===== config.mk =====
export PLATFORM = sky130hd
export DESIGN_NAME = ecs_ctrl
export DESIGN_NICKNAME = d
export VERILOG_FILES = /design/src/pkg/ecs_pkg.sv /design/src/ecs_ctrl.sv
export SDC_FILE = /design/constraint.sdc
export NUM_CORES = 1
export LEC_CHECK = 0
export BUFFER_PORTS_ARGS = -buffer_cell sky130_fd_sc_hd__buf_2
export CORE_ASPECT_RATIO = 1.75
export CORE_MARGIN = 2
export CORE_UTILIZATION = 55
export DETAILED_ROUTE_END_ITERATION = 16
export PLACE_DENSITY = 0.76
export SYNTH_ARGS = -nofsm -noshare
export SYNTH_HDL_FRONTEND = slang
export SYNTH_SLANG_ARGS = --single-unit
export TNS_END_PERCENT = 100

===== constraint.sdc =====
create_clock -name mclk -period 7.6 [get_ports mclk]
set_input_delay 1.14 -clock mclk [delete_from_list [all_inputs] [get_ports mclk]]
set_output_delay 1.14 -clock mclk [all_outputs]
set_load 0.02 [all_outputs]

===== src/pkg/ecs_pkg.sv =====
// ----------------------------------------------------------------------------
// shared constants and types of the configuration store controller
// ----------------------------------------------------------------------------
package ecs_pkg;

    // ------------------------------------------------------------------------
    // widths and sizes
    // ------------------------------------------------------------------------
    localparam int SEG_N = 23;                  // entries in the segment list
    localparam int ADDR_W = 12;                 // register address width
    localparam int NV_AW = 11;                  // nonvolatile store address width
    localparam int IDX_W = 5;                   // segment index width
    localparam int CNT_W = 7;                   // byte count field width

    // ------------------------------------------------------------------------
    // register offsets
    // ------------------------------------------------------------------------
    localparam logic [11:0] ADR_STATUS_ROUTE = 12'h01D;   // status pin routing
    localparam logic [11:0] ADR_SOFT_SYNC = 12'h230;      // soft sync
    localparam logic [11:0] ADR_COMMIT = 12'h232;         // commit_buffered_settings
    localparam logic [11:0] ADR_SEG_FIRST = 12'hA00;      // store_segment_list first
    localparam logic [11:0] ADR_SEG_LAST = 12'hA16;       // store_segment_list last
    localparam logic [11:0] ADR_XFER_STATUS = 12'hB00;    // store_transfer_status
    localparam logic [11:0] ADR_DATA_ERR = 12'hB01;       // store_data_error
    localparam logic [11:0] ADR_RST_WREN = 12'hB02;       // store_reset_and_write_enable
    localparam logic [11:0] ADR_STORE_TRIG = 12'hB03;     // store_write_trigger

    // ------------------------------------------------------------------------
    // field positions
    // ------------------------------------------------------------------------
    localparam int BIT_ROUTE = 7;               // status pin shows pending flag
    localparam int BIT_FLAG = 0;                // single flag bits
    localparam int BIT_SOFT_RST = 1;            // soft reset from store
    localparam int BIT_WREN = 0;                // store write enable

    // ------------------------------------------------------------------------
    // segment entry encodings
    // ------------------------------------------------------------------------
    localparam logic [7:0] OP_APPLY = 8'h80;    // apply-settings opcode
    localparam logic [7:0] OP_END = 8'hFF;      // end-of-data opcode
    localparam int BIT_OPCODE = 7;              // 0: range entry, 1: opcode

    // default list: five ranges covering 0x000..0x232, apply, end
    localparam logic [SEG_N-1:0][7:0] SEG_DEFAULT = {
        8'hFF, 8'hFF, 8'hFF, 8'hFF, 8'hFF, 8'hFF,
        OP_END, OP_APPLY,
        8'h00, 8'h02, 8'h32,
        8'h80, 8'h01, 8'h7F,
        8'h00, 8'h01, 8'h7F,
        8'h80, 8'h00, 8'h7F,
        8'h00, 8'h00, 8'h7F
    };

    // ------------------------------------------------------------------------
    // values after reset
    // ------------------------------------------------------------------------
    localparam logic RST_WREN = 1'b0;           // store write protected
    localparam logic RST_ROUTE = 1'b0;          // status pin not routed
    localparam logic RST_SOFT_SYNC = 1'b0;      // outputs not held

    // ------------------------------------------------------------------------
    // sequencer states and module state
    // ------------------------------------------------------------------------
    typedef enum logic [2:0] {ST_IDLE, ST_FETCH, ST_LOAD, ST_NV, ST_BUFW, ST_DONE} ecs_seq_t;

    typedef struct packed {
        ecs_seq_t st;                           // sequencer state
        logic [SEG_N-1:0][7:0] seg;             // segment list
        logic [IDX_W-1:0] idx;                  // current entry
        logic [CNT_W-1:0] cnt;                  // bytes left minus one
        logic dir_store;                        // 1: buffer to store
        logic [ADDR_W-1:0] buf_addr;            // buffer bank address
        logic [NV_AW-1:0] nv_addr;              // store address
        logic [7:0] data;                       // byte in flight
        logic commit;                           // commit bit
        logic active_load;                      // copy pulse
        logic route;                            // status pin routing
        logic soft_sync;                        // soft sync bit
        logic sync_trig;                        // sync trigger pulse
        logic wren;                             // store write enable
        logic soft_rst;                         // soft reset bit
        logic soft_pulse;                       // soft reset pulse
        logic restore_req;                      // restore waiting to start
        logic store;                            // store trigger bit
        logic err;                              // data error flag
        logic [7:0] rdata;                      // register read data
        logic sclk_s1;                          // serial clock synchroniser
        logic sclk_s2;
        logic sclk_s3;                          // edge detect history
        logic sel_s1;                           // store-select pin synchroniser
        logic sel_s2;
    } ecs_regs_t;

endpackage : ecs_pkg


===== src/ecs_ctrl.sv =====
// Overview of operation
// - commit copies buffers on next serial rise
// - commit bit clears itself after copying
// - twenty-three segment registers give ranges
// - sequencer executes apply and end opcodes
// - reset loads list covering 0x000..0x232
// - pending flag high while transfer runs
// - routing bit drives pending onto pin
// - error flag shows bad transfer data
// - soft reset with select low reloads
// - soft reset bit clears after one edge
// - write enable gates all store writes
// - store bit starts buffer to store copy unless set while a restore runs
// - store bit clears only after completion
// - soft sync holds, falling edge triggers
`timescale 1ns/1ps

module ecs_ctrl (
    input wire logic mclk,
    input wire logic rst,
    input wire logic sclk,
    input wire logic store_sel_n,
    input wire logic reg_wr,
    input wire logic reg_rd,
    input wire logic [ecs_pkg::ADDR_W-1:0] reg_addr,
    input wire logic [7:0] reg_wdata,
    output logic [7:0] reg_rdata,
    output logic [ecs_pkg::ADDR_W-1:0] buf_addr,
    input wire logic [7:0] buf_rdata,
    output logic [7:0] buf_wdata,
    output logic buf_we,
    output logic nv_req,
    output logic nv_we,
    output logic [ecs_pkg::NV_AW-1:0] nv_addr,
    output logic [7:0] nv_wdata,
    input wire logic [7:0] nv_rdata,
    input wire logic nv_ack,
    input wire logic nv_err,
    output logic active_load,
    output logic soft_rst_pulse,
    output logic sync_hold,
    output logic sync_trig,
    input wire logic status_other,
    output logic status_pin,
    output logic xfer_pending
);
    import ecs_pkg::*;

    // ------------------------------------------------------------------------
    // state and helpers
    // ------------------------------------------------------------------------
    ecs_regs_t r_q;                             // registered state
    ecs_regs_t r_d;                             // next state
    logic sclk_rise;                            // synchronised serial clock rise
    logic sel_low;                              // synchronised store-select low
    logic [7:0] cur;                            // current segment entry
    logic [7:0] nxt1;                           // entry after current
    logic [7:0] nxt2;                           // second entry after current
    logic nv_block;                             // store write refused

    // segment entry with end-of-data beyond the list
    function automatic logic [7:0] seg_at(input logic [SEG_N-1:0][7:0] s, input logic [IDX_W:0] i);
        if (i < IDX_W'(SEG_N) + (IDX_W+1)'(0)) begin
            seg_at = s[i[IDX_W-1:0]];
        end else begin
            seg_at = OP_END;
        end
    endfunction : seg_at

    // register write hit
    function automatic logic hit(input logic wr, input logic [ADDR_W-1:0] a, input logic [ADDR_W-1:0] b);
        hit = wr && (a == b);
    endfunction : hit

    localparam ecs_regs_t REGS_RESET = '{
        st: ST_IDLE, seg: SEG_DEFAULT, idx: '0, cnt: '0, dir_store: 1'b0,
        buf_addr: '0, nv_addr: '0, data: 8'h00, commit: 1'b0, active_load: 1'b0,
        route: RST_ROUTE, soft_sync: RST_SOFT_SYNC, sync_trig: 1'b0, wren: RST_WREN,
        soft_rst: 1'b0, soft_pulse: 1'b0, restore_req: 1'b0, store: 1'b0, err: 1'b0,
        rdata: 8'h00, sclk_s1: 1'b0, sclk_s2: 1'b0, sclk_s3: 1'b0, sel_s1: 1'b1, sel_s2: 1'b1
    };

    assign sclk_rise = r_q.sclk_s2 && !r_q.sclk_s3;
    assign sel_low = !r_q.sel_s2;
    assign cur = seg_at(r_q.seg, {1'b0, r_q.idx});
    assign nxt1 = seg_at(r_q.seg, {1'b0, r_q.idx} + (IDX_W+1)'(1));
    assign nxt2 = seg_at(r_q.seg, {1'b0, r_q.idx} + (IDX_W+1)'(2));
    assign nv_block = r_q.dir_store && !r_q.wren;

    // ------------------------------------------------------------------------
    // outputs
    // ------------------------------------------------------------------------
    assign reg_rdata = r_q.rdata;
    assign buf_addr = r_q.buf_addr;
    assign buf_wdata = r_q.data;
    assign buf_we = (r_q.st == ST_BUFW);
    assign nv_req = (r_q.st == ST_NV) && !nv_block;
    assign nv_we = r_q.dir_store;
    assign nv_addr = r_q.nv_addr;
    assign nv_wdata = r_q.data;
    assign active_load = r_q.active_load;
    assign soft_rst_pulse = r_q.soft_pulse;
    assign sync_hold = r_q.soft_sync;
    assign sync_trig = r_q.sync_trig;
    assign xfer_pending = (r_q.st != ST_IDLE);
    assign status_pin = r_q.route ? xfer_pending : status_other;

    // ------------------------------------------------------------------------
    // next-state logic
    // ------------------------------------------------------------------------
    always_comb begin
        r_d = r_q;
        // pulses last one cycle
        r_d.active_load = 1'b0;
        r_d.sync_trig = 1'b0;
        r_d.soft_pulse = 1'b0;
        // pin synchronisers
        r_d.sclk_s1 = sclk;
        r_d.sclk_s2 = r_q.sclk_s1;
        r_d.sclk_s3 = r_q.sclk_s2;
        r_d.sel_s1 = store_sel_n;
        r_d.sel_s2 = r_q.sel_s1;

        // self-clearing bits act on the serial clock rise
        if (r_q.commit && sclk_rise) begin
            r_d.commit = 1'b0;
            r_d.active_load = 1'b1;
        end
        if (r_q.soft_rst && sclk_rise) begin
            r_d.soft_rst = 1'b0;
        end

        // sequencer
        case (r_q.st)
            ST_IDLE: begin
                // store request outranks a pending restore
                if (r_q.store) begin
                    r_d.st = ST_FETCH;
                    r_d.dir_store = 1'b1;
                    r_d.idx = '0;
                    r_d.nv_addr = '0;
                    r_d.err = 1'b0;
                end else if (r_q.restore_req) begin
                    r_d.st = ST_FETCH;
                    r_d.dir_store = 1'b0;
                    r_d.restore_req = 1'b0;
                    r_d.idx = '0;
                    r_d.nv_addr = '0;
                    r_d.err = 1'b0;
                end
            end
            ST_FETCH: begin
                // walk entries in ascending order
                if (cur == OP_END) begin
                    r_d.st = ST_DONE;
                end else if (cur == OP_APPLY) begin
                    r_d.active_load = 1'b1;
                    r_d.idx = r_q.idx + IDX_W'(1);
                end else if (!cur[BIT_OPCODE]) begin
                    // range: count-1, address high nibble, address low byte
                    r_d.cnt = cur[CNT_W-1:0];
                    r_d.buf_addr = {nxt1[3:0], nxt2};
                    r_d.idx = r_q.idx + IDX_W'(3);
                    r_d.st = ST_LOAD;
                end else begin
                    r_d.idx = r_q.idx + IDX_W'(1);         // unknown opcode skipped
                end
            end
            ST_LOAD: begin
                // buffer byte is valid with its address
                if (r_q.dir_store) begin
                    r_d.data = buf_rdata;
                end
                r_d.st = ST_NV;
            end
            ST_NV: begin
                if (nv_block) begin
                    r_d.err = 1'b1;
                    r_d.st = ST_DONE;
                end else if (nv_ack) begin
                    if (nv_err) begin
                        r_d.err = 1'b1;
                    end
                    if (!r_q.dir_store) begin
                        r_d.data = nv_rdata;
                        r_d.st = ST_BUFW;
                    end else begin
                        r_d.nv_addr = r_q.nv_addr + NV_AW'(1);
                        r_d.buf_addr = r_q.buf_addr + ADDR_W'(1);
                        r_d.cnt = r_q.cnt - CNT_W'(1);
                        r_d.st = (r_q.cnt == '0) ? ST_FETCH : ST_LOAD;
                    end
                end
            end
            ST_BUFW: begin
                // buffer written this cycle, advance
                r_d.nv_addr = r_q.nv_addr + NV_AW'(1);
                r_d.buf_addr = r_q.buf_addr + ADDR_W'(1);
                r_d.cnt = r_q.cnt - CNT_W'(1);
                r_d.st = (r_q.cnt == '0) ? ST_FETCH : ST_LOAD;
            end
            ST_DONE: begin
                r_d.store = 1'b0;
                r_d.st = ST_IDLE;
            end
            default: begin
                r_d.st = ST_IDLE;
            end
        endcase

        // register writes; a commit or soft reset set wins over the same-cycle clear
        if (hit(reg_wr, reg_addr, ADR_COMMIT) && reg_wdata[BIT_FLAG]) begin
            r_d.commit = 1'b1;
        end
        if (hit(reg_wr, reg_addr, ADR_STATUS_ROUTE)) begin
            r_d.route = reg_wdata[BIT_ROUTE];
        end
        if (hit(reg_wr, reg_addr, ADR_SOFT_SYNC)) begin
            r_d.soft_sync = reg_wdata[BIT_FLAG];
            r_d.sync_trig = r_q.soft_sync && !reg_wdata[BIT_FLAG];
        end
        if (reg_wr && reg_addr >= ADR_SEG_FIRST && reg_addr <= ADR_SEG_LAST && !xfer_pending) begin
            r_d.seg[IDX_W'(reg_addr - ADR_SEG_FIRST)] = reg_wdata;
        end
        if (hit(reg_wr, reg_addr, ADR_RST_WREN)) begin
            r_d.wren = reg_wdata[BIT_WREN];
            if (reg_wdata[BIT_SOFT_RST]) begin
                r_d.soft_rst = 1'b1;
                if (sel_low) begin
                    r_d.soft_pulse = 1'b1;
                    r_d.restore_req = 1'b1;
                end
            end
        end
        if (hit(reg_wr, reg_addr, ADR_STORE_TRIG) && reg_wdata[BIT_FLAG] && r_q.wren && !r_q.store) begin
            r_d.store = 1'b1;
        end

        // register reads
        if (reg_rd) begin
            r_d.rdata = 8'h00;
            if (reg_addr == ADR_STATUS_ROUTE) begin
                r_d.rdata[BIT_ROUTE] = r_q.route;
            end else if (reg_addr == ADR_SOFT_SYNC) begin
                r_d.rdata[BIT_FLAG] = r_q.soft_sync;
            end else if (reg_addr == ADR_COMMIT) begin
                r_d.rdata[BIT_FLAG] = r_q.commit;
            end else if (reg_addr >= ADR_SEG_FIRST && reg_addr <= ADR_SEG_LAST) begin
                r_d.rdata = r_q.seg[IDX_W'(reg_addr - ADR_SEG_FIRST)];
            end else if (reg_addr == ADR_XFER_STATUS) begin
                r_d.rdata[BIT_FLAG] = xfer_pending;
            end else if (reg_addr == ADR_DATA_ERR) begin
                r_d.rdata[BIT_FLAG] = r_q.err;
            end else if (reg_addr == ADR_RST_WREN) begin
                r_d.rdata[BIT_SOFT_RST] = r_q.soft_rst;
                r_d.rdata[BIT_WREN] = r_q.wren;
            end else if (reg_addr == ADR_STORE_TRIG) begin
                r_d.rdata[BIT_FLAG] = r_q.store;
            end
        end
    end

    // ------------------------------------------------------------------------
    // state register
    // ------------------------------------------------------------------------
    always_ff @(posedge mclk or posedge rst) begin
        if (rst) begin
            r_q <= REGS_RESET;
        end else begin
            r_q <= r_d;
        end
    end
endmodule : ecs_ctrl

# Word-level counts from Yosys, hierarchy flattened

Index checks and enable logic that the tools add are counted.

Equal/unequal tests: 27
Magnitude comparators: 10
Reductions and logical operators: 44
Add/sub/neg operators: 8
Muxes and demuxes: 86

Operators with widths:

| cell                 | count |
|---|---|
| $bwmux 184           | 1 |
| $bmux 8 s5           | 4 |
| $mux 8               | 8 |
| $mux 31              | 2 |
| $mux 7               | 8 |
| $eq 12x12->1 const B | 4 |
| $mux 12              | 4 |
| $demux 8 s5          | 1 |
| $pmux 12 s3          | 1 |
| $pmux 11 s3          | 1 |
| $mux 3               | 10 |
| $mux 1               | 27 |
| $eq 12x10->1 const B | 2 |
| $lt 5x6->1 const B   | 4 |
| $mux 23              | 1 |
| $mux 11              | 2 |
| $pmux 7 s3           | 1 |
| $logic_and 1x1->1    | 20 |
| $mux 5               | 4 |
| $eq 8x8->1 const B   | 2 |
| $ne 2x2->1 const B   | 8 |
| $pmux 8 s2           | 1 |
| $ne 3x3->1 const B   | 5 |
| $pmux 3 s5           | 1 |
| 32 further kinds     | 53 |

Output and inout bits: 56
Logic and storage cells: 222
Input bits: 45
Flip-flop bits (word level): 255

# Logic depth before layout (Yosys ltp)

Depth in word-level cells: 9
Mapped depth: 16
Mapped depth without buffers: 10

# Worst setup path before layout

No wires, ideal clock.

Path kind: flip-flop to flip-flop
Start: register r_q[63] in the netlist's numbering
End: register r_q, in the netlist buf_addr[10]
Buffers on the path: 7
Period minus slack after synthesis: 3.482 ns
Setup time: 0.126 ns
Arrival time: 3.357 ns
Slack: 4.118 ns
Required time: 7.474 ns
Stages on the path, launching flop included: 15
Cells stage by stage: dfrtp_1 -> buf_4 -> buf_6 -> clkinv_1 -> buf_2 -> clkbuf_1 -> ha_1 -> buf_2 -> clkbuf_1 -> clkbuf_1 -> mux4_2 -> o211ai_1 -> o211ai_1 -> o21ai_0 -> a21oi_1

Word-level cells in the longest chain between the ends: 8
Elaborated cells on any way between the ends: 19
Classes of those cells: 1 x add/sub; 2 x order compare; 5 x eq/ne; 10 x mux; 1 x reduce/logical

Ends and longest elaborated chain:

| what                         | line            | text |
|---|---|---|
| from (decl)                  | ecs_ctrl.sv:52  | `ecs_regs_t r_q;` |
| from (signal assigned)       | ecs_ctrl.sv:270 | `r_q <= r_d;` |
| $add 5x1->6                  | ecs_ctrl.sv:86  | `assign nxt1 = seg_at(r_q.seg, {1'b0, r_q.idx} + (IDX_W+1)'(1));` |
| $bmux 8 s5                   | ecs_ctrl.sv:64  | `seg_at = s[i[IDX_W-1:0]];` |
| $mux 4 (not written as such) | ecs_ctrl.sv:64  |  |
| $mux 4                       | ecs_ctrl.sv:63  | `if (i < IDX_W'(SEG_N) + (IDX_W+1)'(0)) begin` |
| $mux 12                      | ecs_ctrl.sv:159 | `end else if (!cur[BIT_OPCODE]) begin` |
| $mux 12                      | ecs_ctrl.sv:156 | `end else if (cur == OP_APPLY) begin` |
| $mux 12                      | ecs_ctrl.sv:154 | `if (cur == OP_END) begin` |
| $pmux 12 s3                  | ecs_ctrl.sv:134 | `case (r_q.st)` |

Parallel ways exist; a longest one is shown, timed or not. The select of a mux whose other input is x is not followed.
A chain may end at the register's enable or synchronous reset.

# Final worst setup path

Start: register r_q[64] in the netlist's numbering
End: register r_q, in the netlist buf_addr[11]

The elaborated chain is that of the path after synthesis.

==> results.rst <==
.. list-table::
   :header-rows: 1

   * - Metric
     - Value
   * - Cell Rows
     - 84
   * - Pin count of the biggest net entering global routing
     - 158
   * - Buffers from clock root to sink, at most
     - 3
   * - Post-synth ARST share
     - 100%
   * - Period minus WS final
     - 4.39 ns
   * - Capturing point of the worst reg2reg path
     - buf_addr[11]$_DFFE_PP0P_
   * - Global-route wire length before repair
     - 77000 µm
   * - Data arrival, critical path
     - 4.83 ns
   * - Launching element type of the critical path
     - register
   * - Post-DR wirelength/cell
     - 28.0 µm
   * - Reg power frac
     - 33.8%
   * - Min-Delay Path Class
     - reg2reg
   * - Result of the run
     - complete, no violations
   * - Number of gates resized after cts
     - 0
   * - Unique masters post-synth
     - 66
   * - Final cell area excluding filler cells
     - 17900 µm²
   * - Count of flip-flops with a built-in enable after synthesis
     - 0
   * - Area delta synth->final
     - 7.01%
   * - Net Sw Frac
     - 41.6%
   * - Required time at the endpoint of the critical path
     - 8.04 ns
   * - Global placement routability congestion
     - 0.964
   * - Max-Slew Margin vs Limit
     - 5.78%
   * - Launch point of the worst reg-to-reg path
     - r_q[64]$_DFFE_PP0P_
   * - Finish-stage setup viols
     - 0
   * - Crit end category
     - register
   * - Post-cts hold buffer count
     - 0
   * - Overall die width
     - 136 µm
   * - Clock share of power
     - 25.5%
   * - HPWL after detailed placement
     - 35000 µm
   * - Minimum setup slack after placement
     - 3.25 ns
   * - Proportion of layout cells with a drive suffix above 1
     - 41.6%
   * - Final wirelength
     - 50500 µm
   * - Latest clock arrival within the worst-skew pair
     - 0.56 ns
   * - Router iterations before antenna repair
     - 5
   * - Number of nets in the layout
     - 1451
   * - Die footprint
     - 31800 µm²
   * - Number of port buffers
     - 100
   * - Area inside the core boundary
     - 30000 µm²
   * - Instance area at placement
     - 17000 µm²
   * - Initial Utilization
     - 55.8%
   * - Unrepaired setup endpoints after global routing
     - false
   * - Drt drc
     - 0
   * - Number of antenna violations at the first check in global routing
     - 1
   * - Number of flip-flops and latches in the synthesized netlist
     - 255
   * - Number of vias after detailed routing
     - 12700
   * - Sequential share of the synthesized area
     - 38.9%
   * - Fin crit share
     - 57.8%
   * - Vias in the first global route
     - 12600
   * - Highest clock rate
     - 0.228 GHz
   * - Peak ir drop on the vdd network
     - 0.000277 V
   * - Setup crit end
     - buf_addr[11]$_DFFE_PP0P_
   * - Clock-pin transition on the worst setup and hold timing paths
     - 0.07 ns
   * - Iteration-0 DRC Markers
     - 1268
   * - Skew final
     - 0.0159 ns
   * - H-tree levels
     - 1
   * - Cell at the root of the clock tree
     - sky130_fd_sc_hd__clkbuf_16
   * - Number of warning messages in the yosys log
     - 0
   * - Net Count, Synth
     - 1454
   * - Worst setup path startpoint
     - r_q[64]$_DFFE_PP0P_
   * - Worst Path Class, Setup
     - reg2reg
   * - Commonest non-fill, non-tap cell in the layout
     - sky130_fd_sc_hd__mux2_2
   * - Int Pwr
     - 3050 µW
   * - Number of buffers added by the clock tree synthesis step
     - 24
   * - Number of primary I/O pins
     - 101
   * - Hold Fails Final Rpt
     - 0
   * - Cell area after technology mapping
     - 16700 µm²
   * - Number of sinks driven by the clock tree
     - 255
   * - TritonCTS clock tree
     - built
   * - Max-slew violation count
     - 0
   * - Leak
     - 0.00756 µW
   * - Average vias per placed instance
     - 7.04
   * - Number of violations of the max-capacitance limit
     - 0
   * - Most frequent cells in the layout
     - 197 x sky130_fd_sc_hd__mux2_2, 157 x sky130_fd_sc_hd__dfrtp_1, 127 x sky130_fd_sc_hd__mux4_2, 121 x sky130_fd_sc_hd__nand2_1, 99 x sky130_fd_sc_hd__buf_2
   * - GRT Overall Usage
     - 32.4%
   * - Crit-path max FO
     - 58
   * - Actual slew at the worst max-slew pin
     - 1.40 ns
   * - Aggregate global routing overflow
     - 0
   * - Number of standard cells after synthesis
     - 1399
   * - Pwr/cell area
     - 292 nW/µm²
   * - Floorplan die height
     - 235 µm
   * - Count of nets left with antenna violations after detail routing
     - 0
   * - Comb pwr share
     - 40.7%
   * - Synthesized area divided by synthesized cell count
     - 11.9 µm²
   * - Total Negative Setup Slacks
     - 0 ns
   * - Count of cells along the worst register-to-register path
     - 11
   * - Psw
     - 2170 µW
   * - Post-CTS setup buffer count
     - 0
   * - Fill count
     - 2346
   * - Final setup slack of the worst path
     - 3.21 ns
   * - Most used flip-flop cell after synthesis
     - sky130_fd_sc_hd__dfrtp_1
   * - Register-to-register path setup slack
     - 3.21 ns
==> critical path, cell delays in order, from the launching register on <==
cell and delay (ns):
sky130_fd_sc_hd__dfrtp_4 0.99, sky130_fd_sc_hd__clkinv_1 0.61, sky130_fd_sc_hd__ha_1 0.80, sky130_fd_sc_hd__buf_4 0.41, sky130_fd_sc_hd__mux4_2 0.53, sky130_fd_sc_hd__mux2i_1 0.16
sky130_fd_sc_hd__nand2_1 0.07, sky130_fd_sc_hd__nand3_1 0.12, sky130_fd_sc_hd__o211ai_1 0.11, sky130_fd_sc_hd__o21ai_0 0.13, sky130_fd_sc_hd__nand2_1 0.08, sky130_fd_sc_hd__a32o_1 0.24
==> synth_stat cells (7+ instances only) <==
master	count	area (µm²)
sky130_fd_sc_hd__mux4_1	9	236
sky130_fd_sc_hd__nand2b_1	11	68.8
sky130_fd_sc_hd__mux2_2	197	2220
sky130_fd_sc_hd__o211ai_1	8	60.1
sky130_fd_sc_hd__or3_1	8	50.1
sky130_fd_sc_hd__o21ai_0	65	325
sky130_fd_sc_hd__ha_1	10	125
sky130_fd_sc_hd__dfstp_2	95	2500
sky130_fd_sc_hd__nand4_1	10	62.6
sky130_fd_sc_hd__nor2_1	65	244
sky130_fd_sc_hd__a21oi_1	56	280
sky130_fd_sc_hd__buf_2	19	95.1
sky130_fd_sc_hd__dfrtp_1	160	4000
sky130_fd_sc_hd__nor3_1	16	80.1
sky130_fd_sc_hd__a211oi_1	7	52.6
sky130_fd_sc_hd__mux4_2	127	2860
sky130_fd_sc_hd__nand2_1	121	454
sky130_fd_sc_hd__o21a_1	7	52.6
sky130_fd_sc_hd__clkbuf_1	56	210
sky130_fd_sc_hd__buf_4	61	458
sky130_fd_sc_hd__nand3_1	29	145
sky130_fd_sc_hd__o22ai_1	7	43.8
sky130_fd_sc_hd__xor2_1	11	96.3
sky130_fd_sc_hd__a22oi_1	8	60.1
sky130_fd_sc_hd__o311ai_0	8	70.1
sky130_fd_sc_hd__a31oi_1	14	87.6
sky130_fd_sc_hd__mux2i_1	85	851
sky130_fd_sc_hd__inv_1	27	101
==> kinds of logic after synthesis <==
logic type / Yosys count / synth area share (%)
multiplexers: 419 / 37.0
AND/OR/NAND/NOR: 301 / 8.39
flip-flops: 255 / 38.9
AO/OA/AOI/OAI: 225 / 8.54
buffers and inverters: 176 / 5.70
XOR/XNOR: 13 / 0.681
adder cells (fa/ha/maj): 10 / 0.749
==> how the worst min path moves through the flow <==
stage	from	endpoint	slack, ns	depth (start not counted)
2_1_floorplan	r_d[3]$_DFF_PP0_	r_d[2]$_DFF_PP0_	0.33	0
3_3_place_gp	r_d[3]$_DFF_PP0_	r_d[2]$_DFF_PP0_	0.33	0
3_5_place_dp	r_d[3]$_DFF_PP0_	r_d[2]$_DFF_PP0_	0.33	0
4_1_cts	r_d[3]$_DFF_PP0_	r_d[2]$_DFF_PP0_	0.35	0
5_1_grt	r_d[3]$_DFF_PP0_	r_d[2]$_DFF_PP0_	0.35	0
6_report	r_d[3]$_DFF_PP0_	r_d[2]$_DFF_PP0_	0.35	0
==> power groups by stage <==
stage          clock [µW]  combinational (µW)  sequential [µW]
2_1_floorplan           0                1820             1570
3_3_place_gp            0                2050             1770
3_5_place_dp            0                2080             1780
4_1_cts              1340                2080             1760
5_1_grt              1390                2270             1790
6_report             1330                2120             1770
==> stage by stage <==
stage	utilization (%)	cells	hold slack (ns)	total power (µW)
global route	59.7	1801	0.354	5450
finish	59.7	1802	0.349	5220
CTS	59.7	1800	0.349	5180
floorplan	-	1399	0.331	3390
detailed placement	56.8	1756	0.335	3860
global placement	56.8	1756	0.335	3820
==> metal layers <==
metal	part of all wire, %	track usage, %	wire length (µm)
met3	8.4	6.42	4240
met5	0	0	0
met1	33	35.5	16500
met4	9.6	25.7	4830
met2	49	54.5	24900
==> sequential cells by signal, summed over array words and instances (netlist names) <==
signal,count
reg_rdata,8
buf_wdata,8
soft_rst_pulse,1
r_q,208
buf_addr,12
active_load,1
nv_addr,11
sync_hold,1
sync_trig,1
r_d,3
nv_we,1
==> cell type report <==
cell class	instances	area (µm²)	share of cell area (%)
clock buffers	35	703	3.93
multi-input cells	968	9270	51.9
flip-flops and latches	255	6510	36.4
diodes	1	2.50	0.0140
clock inverters	9	153	0.854
repair buffers	117	641	3.58
well taps	387	484	2.71
inverters	30	116	0.651
Power figures use the tool's default switching activity.
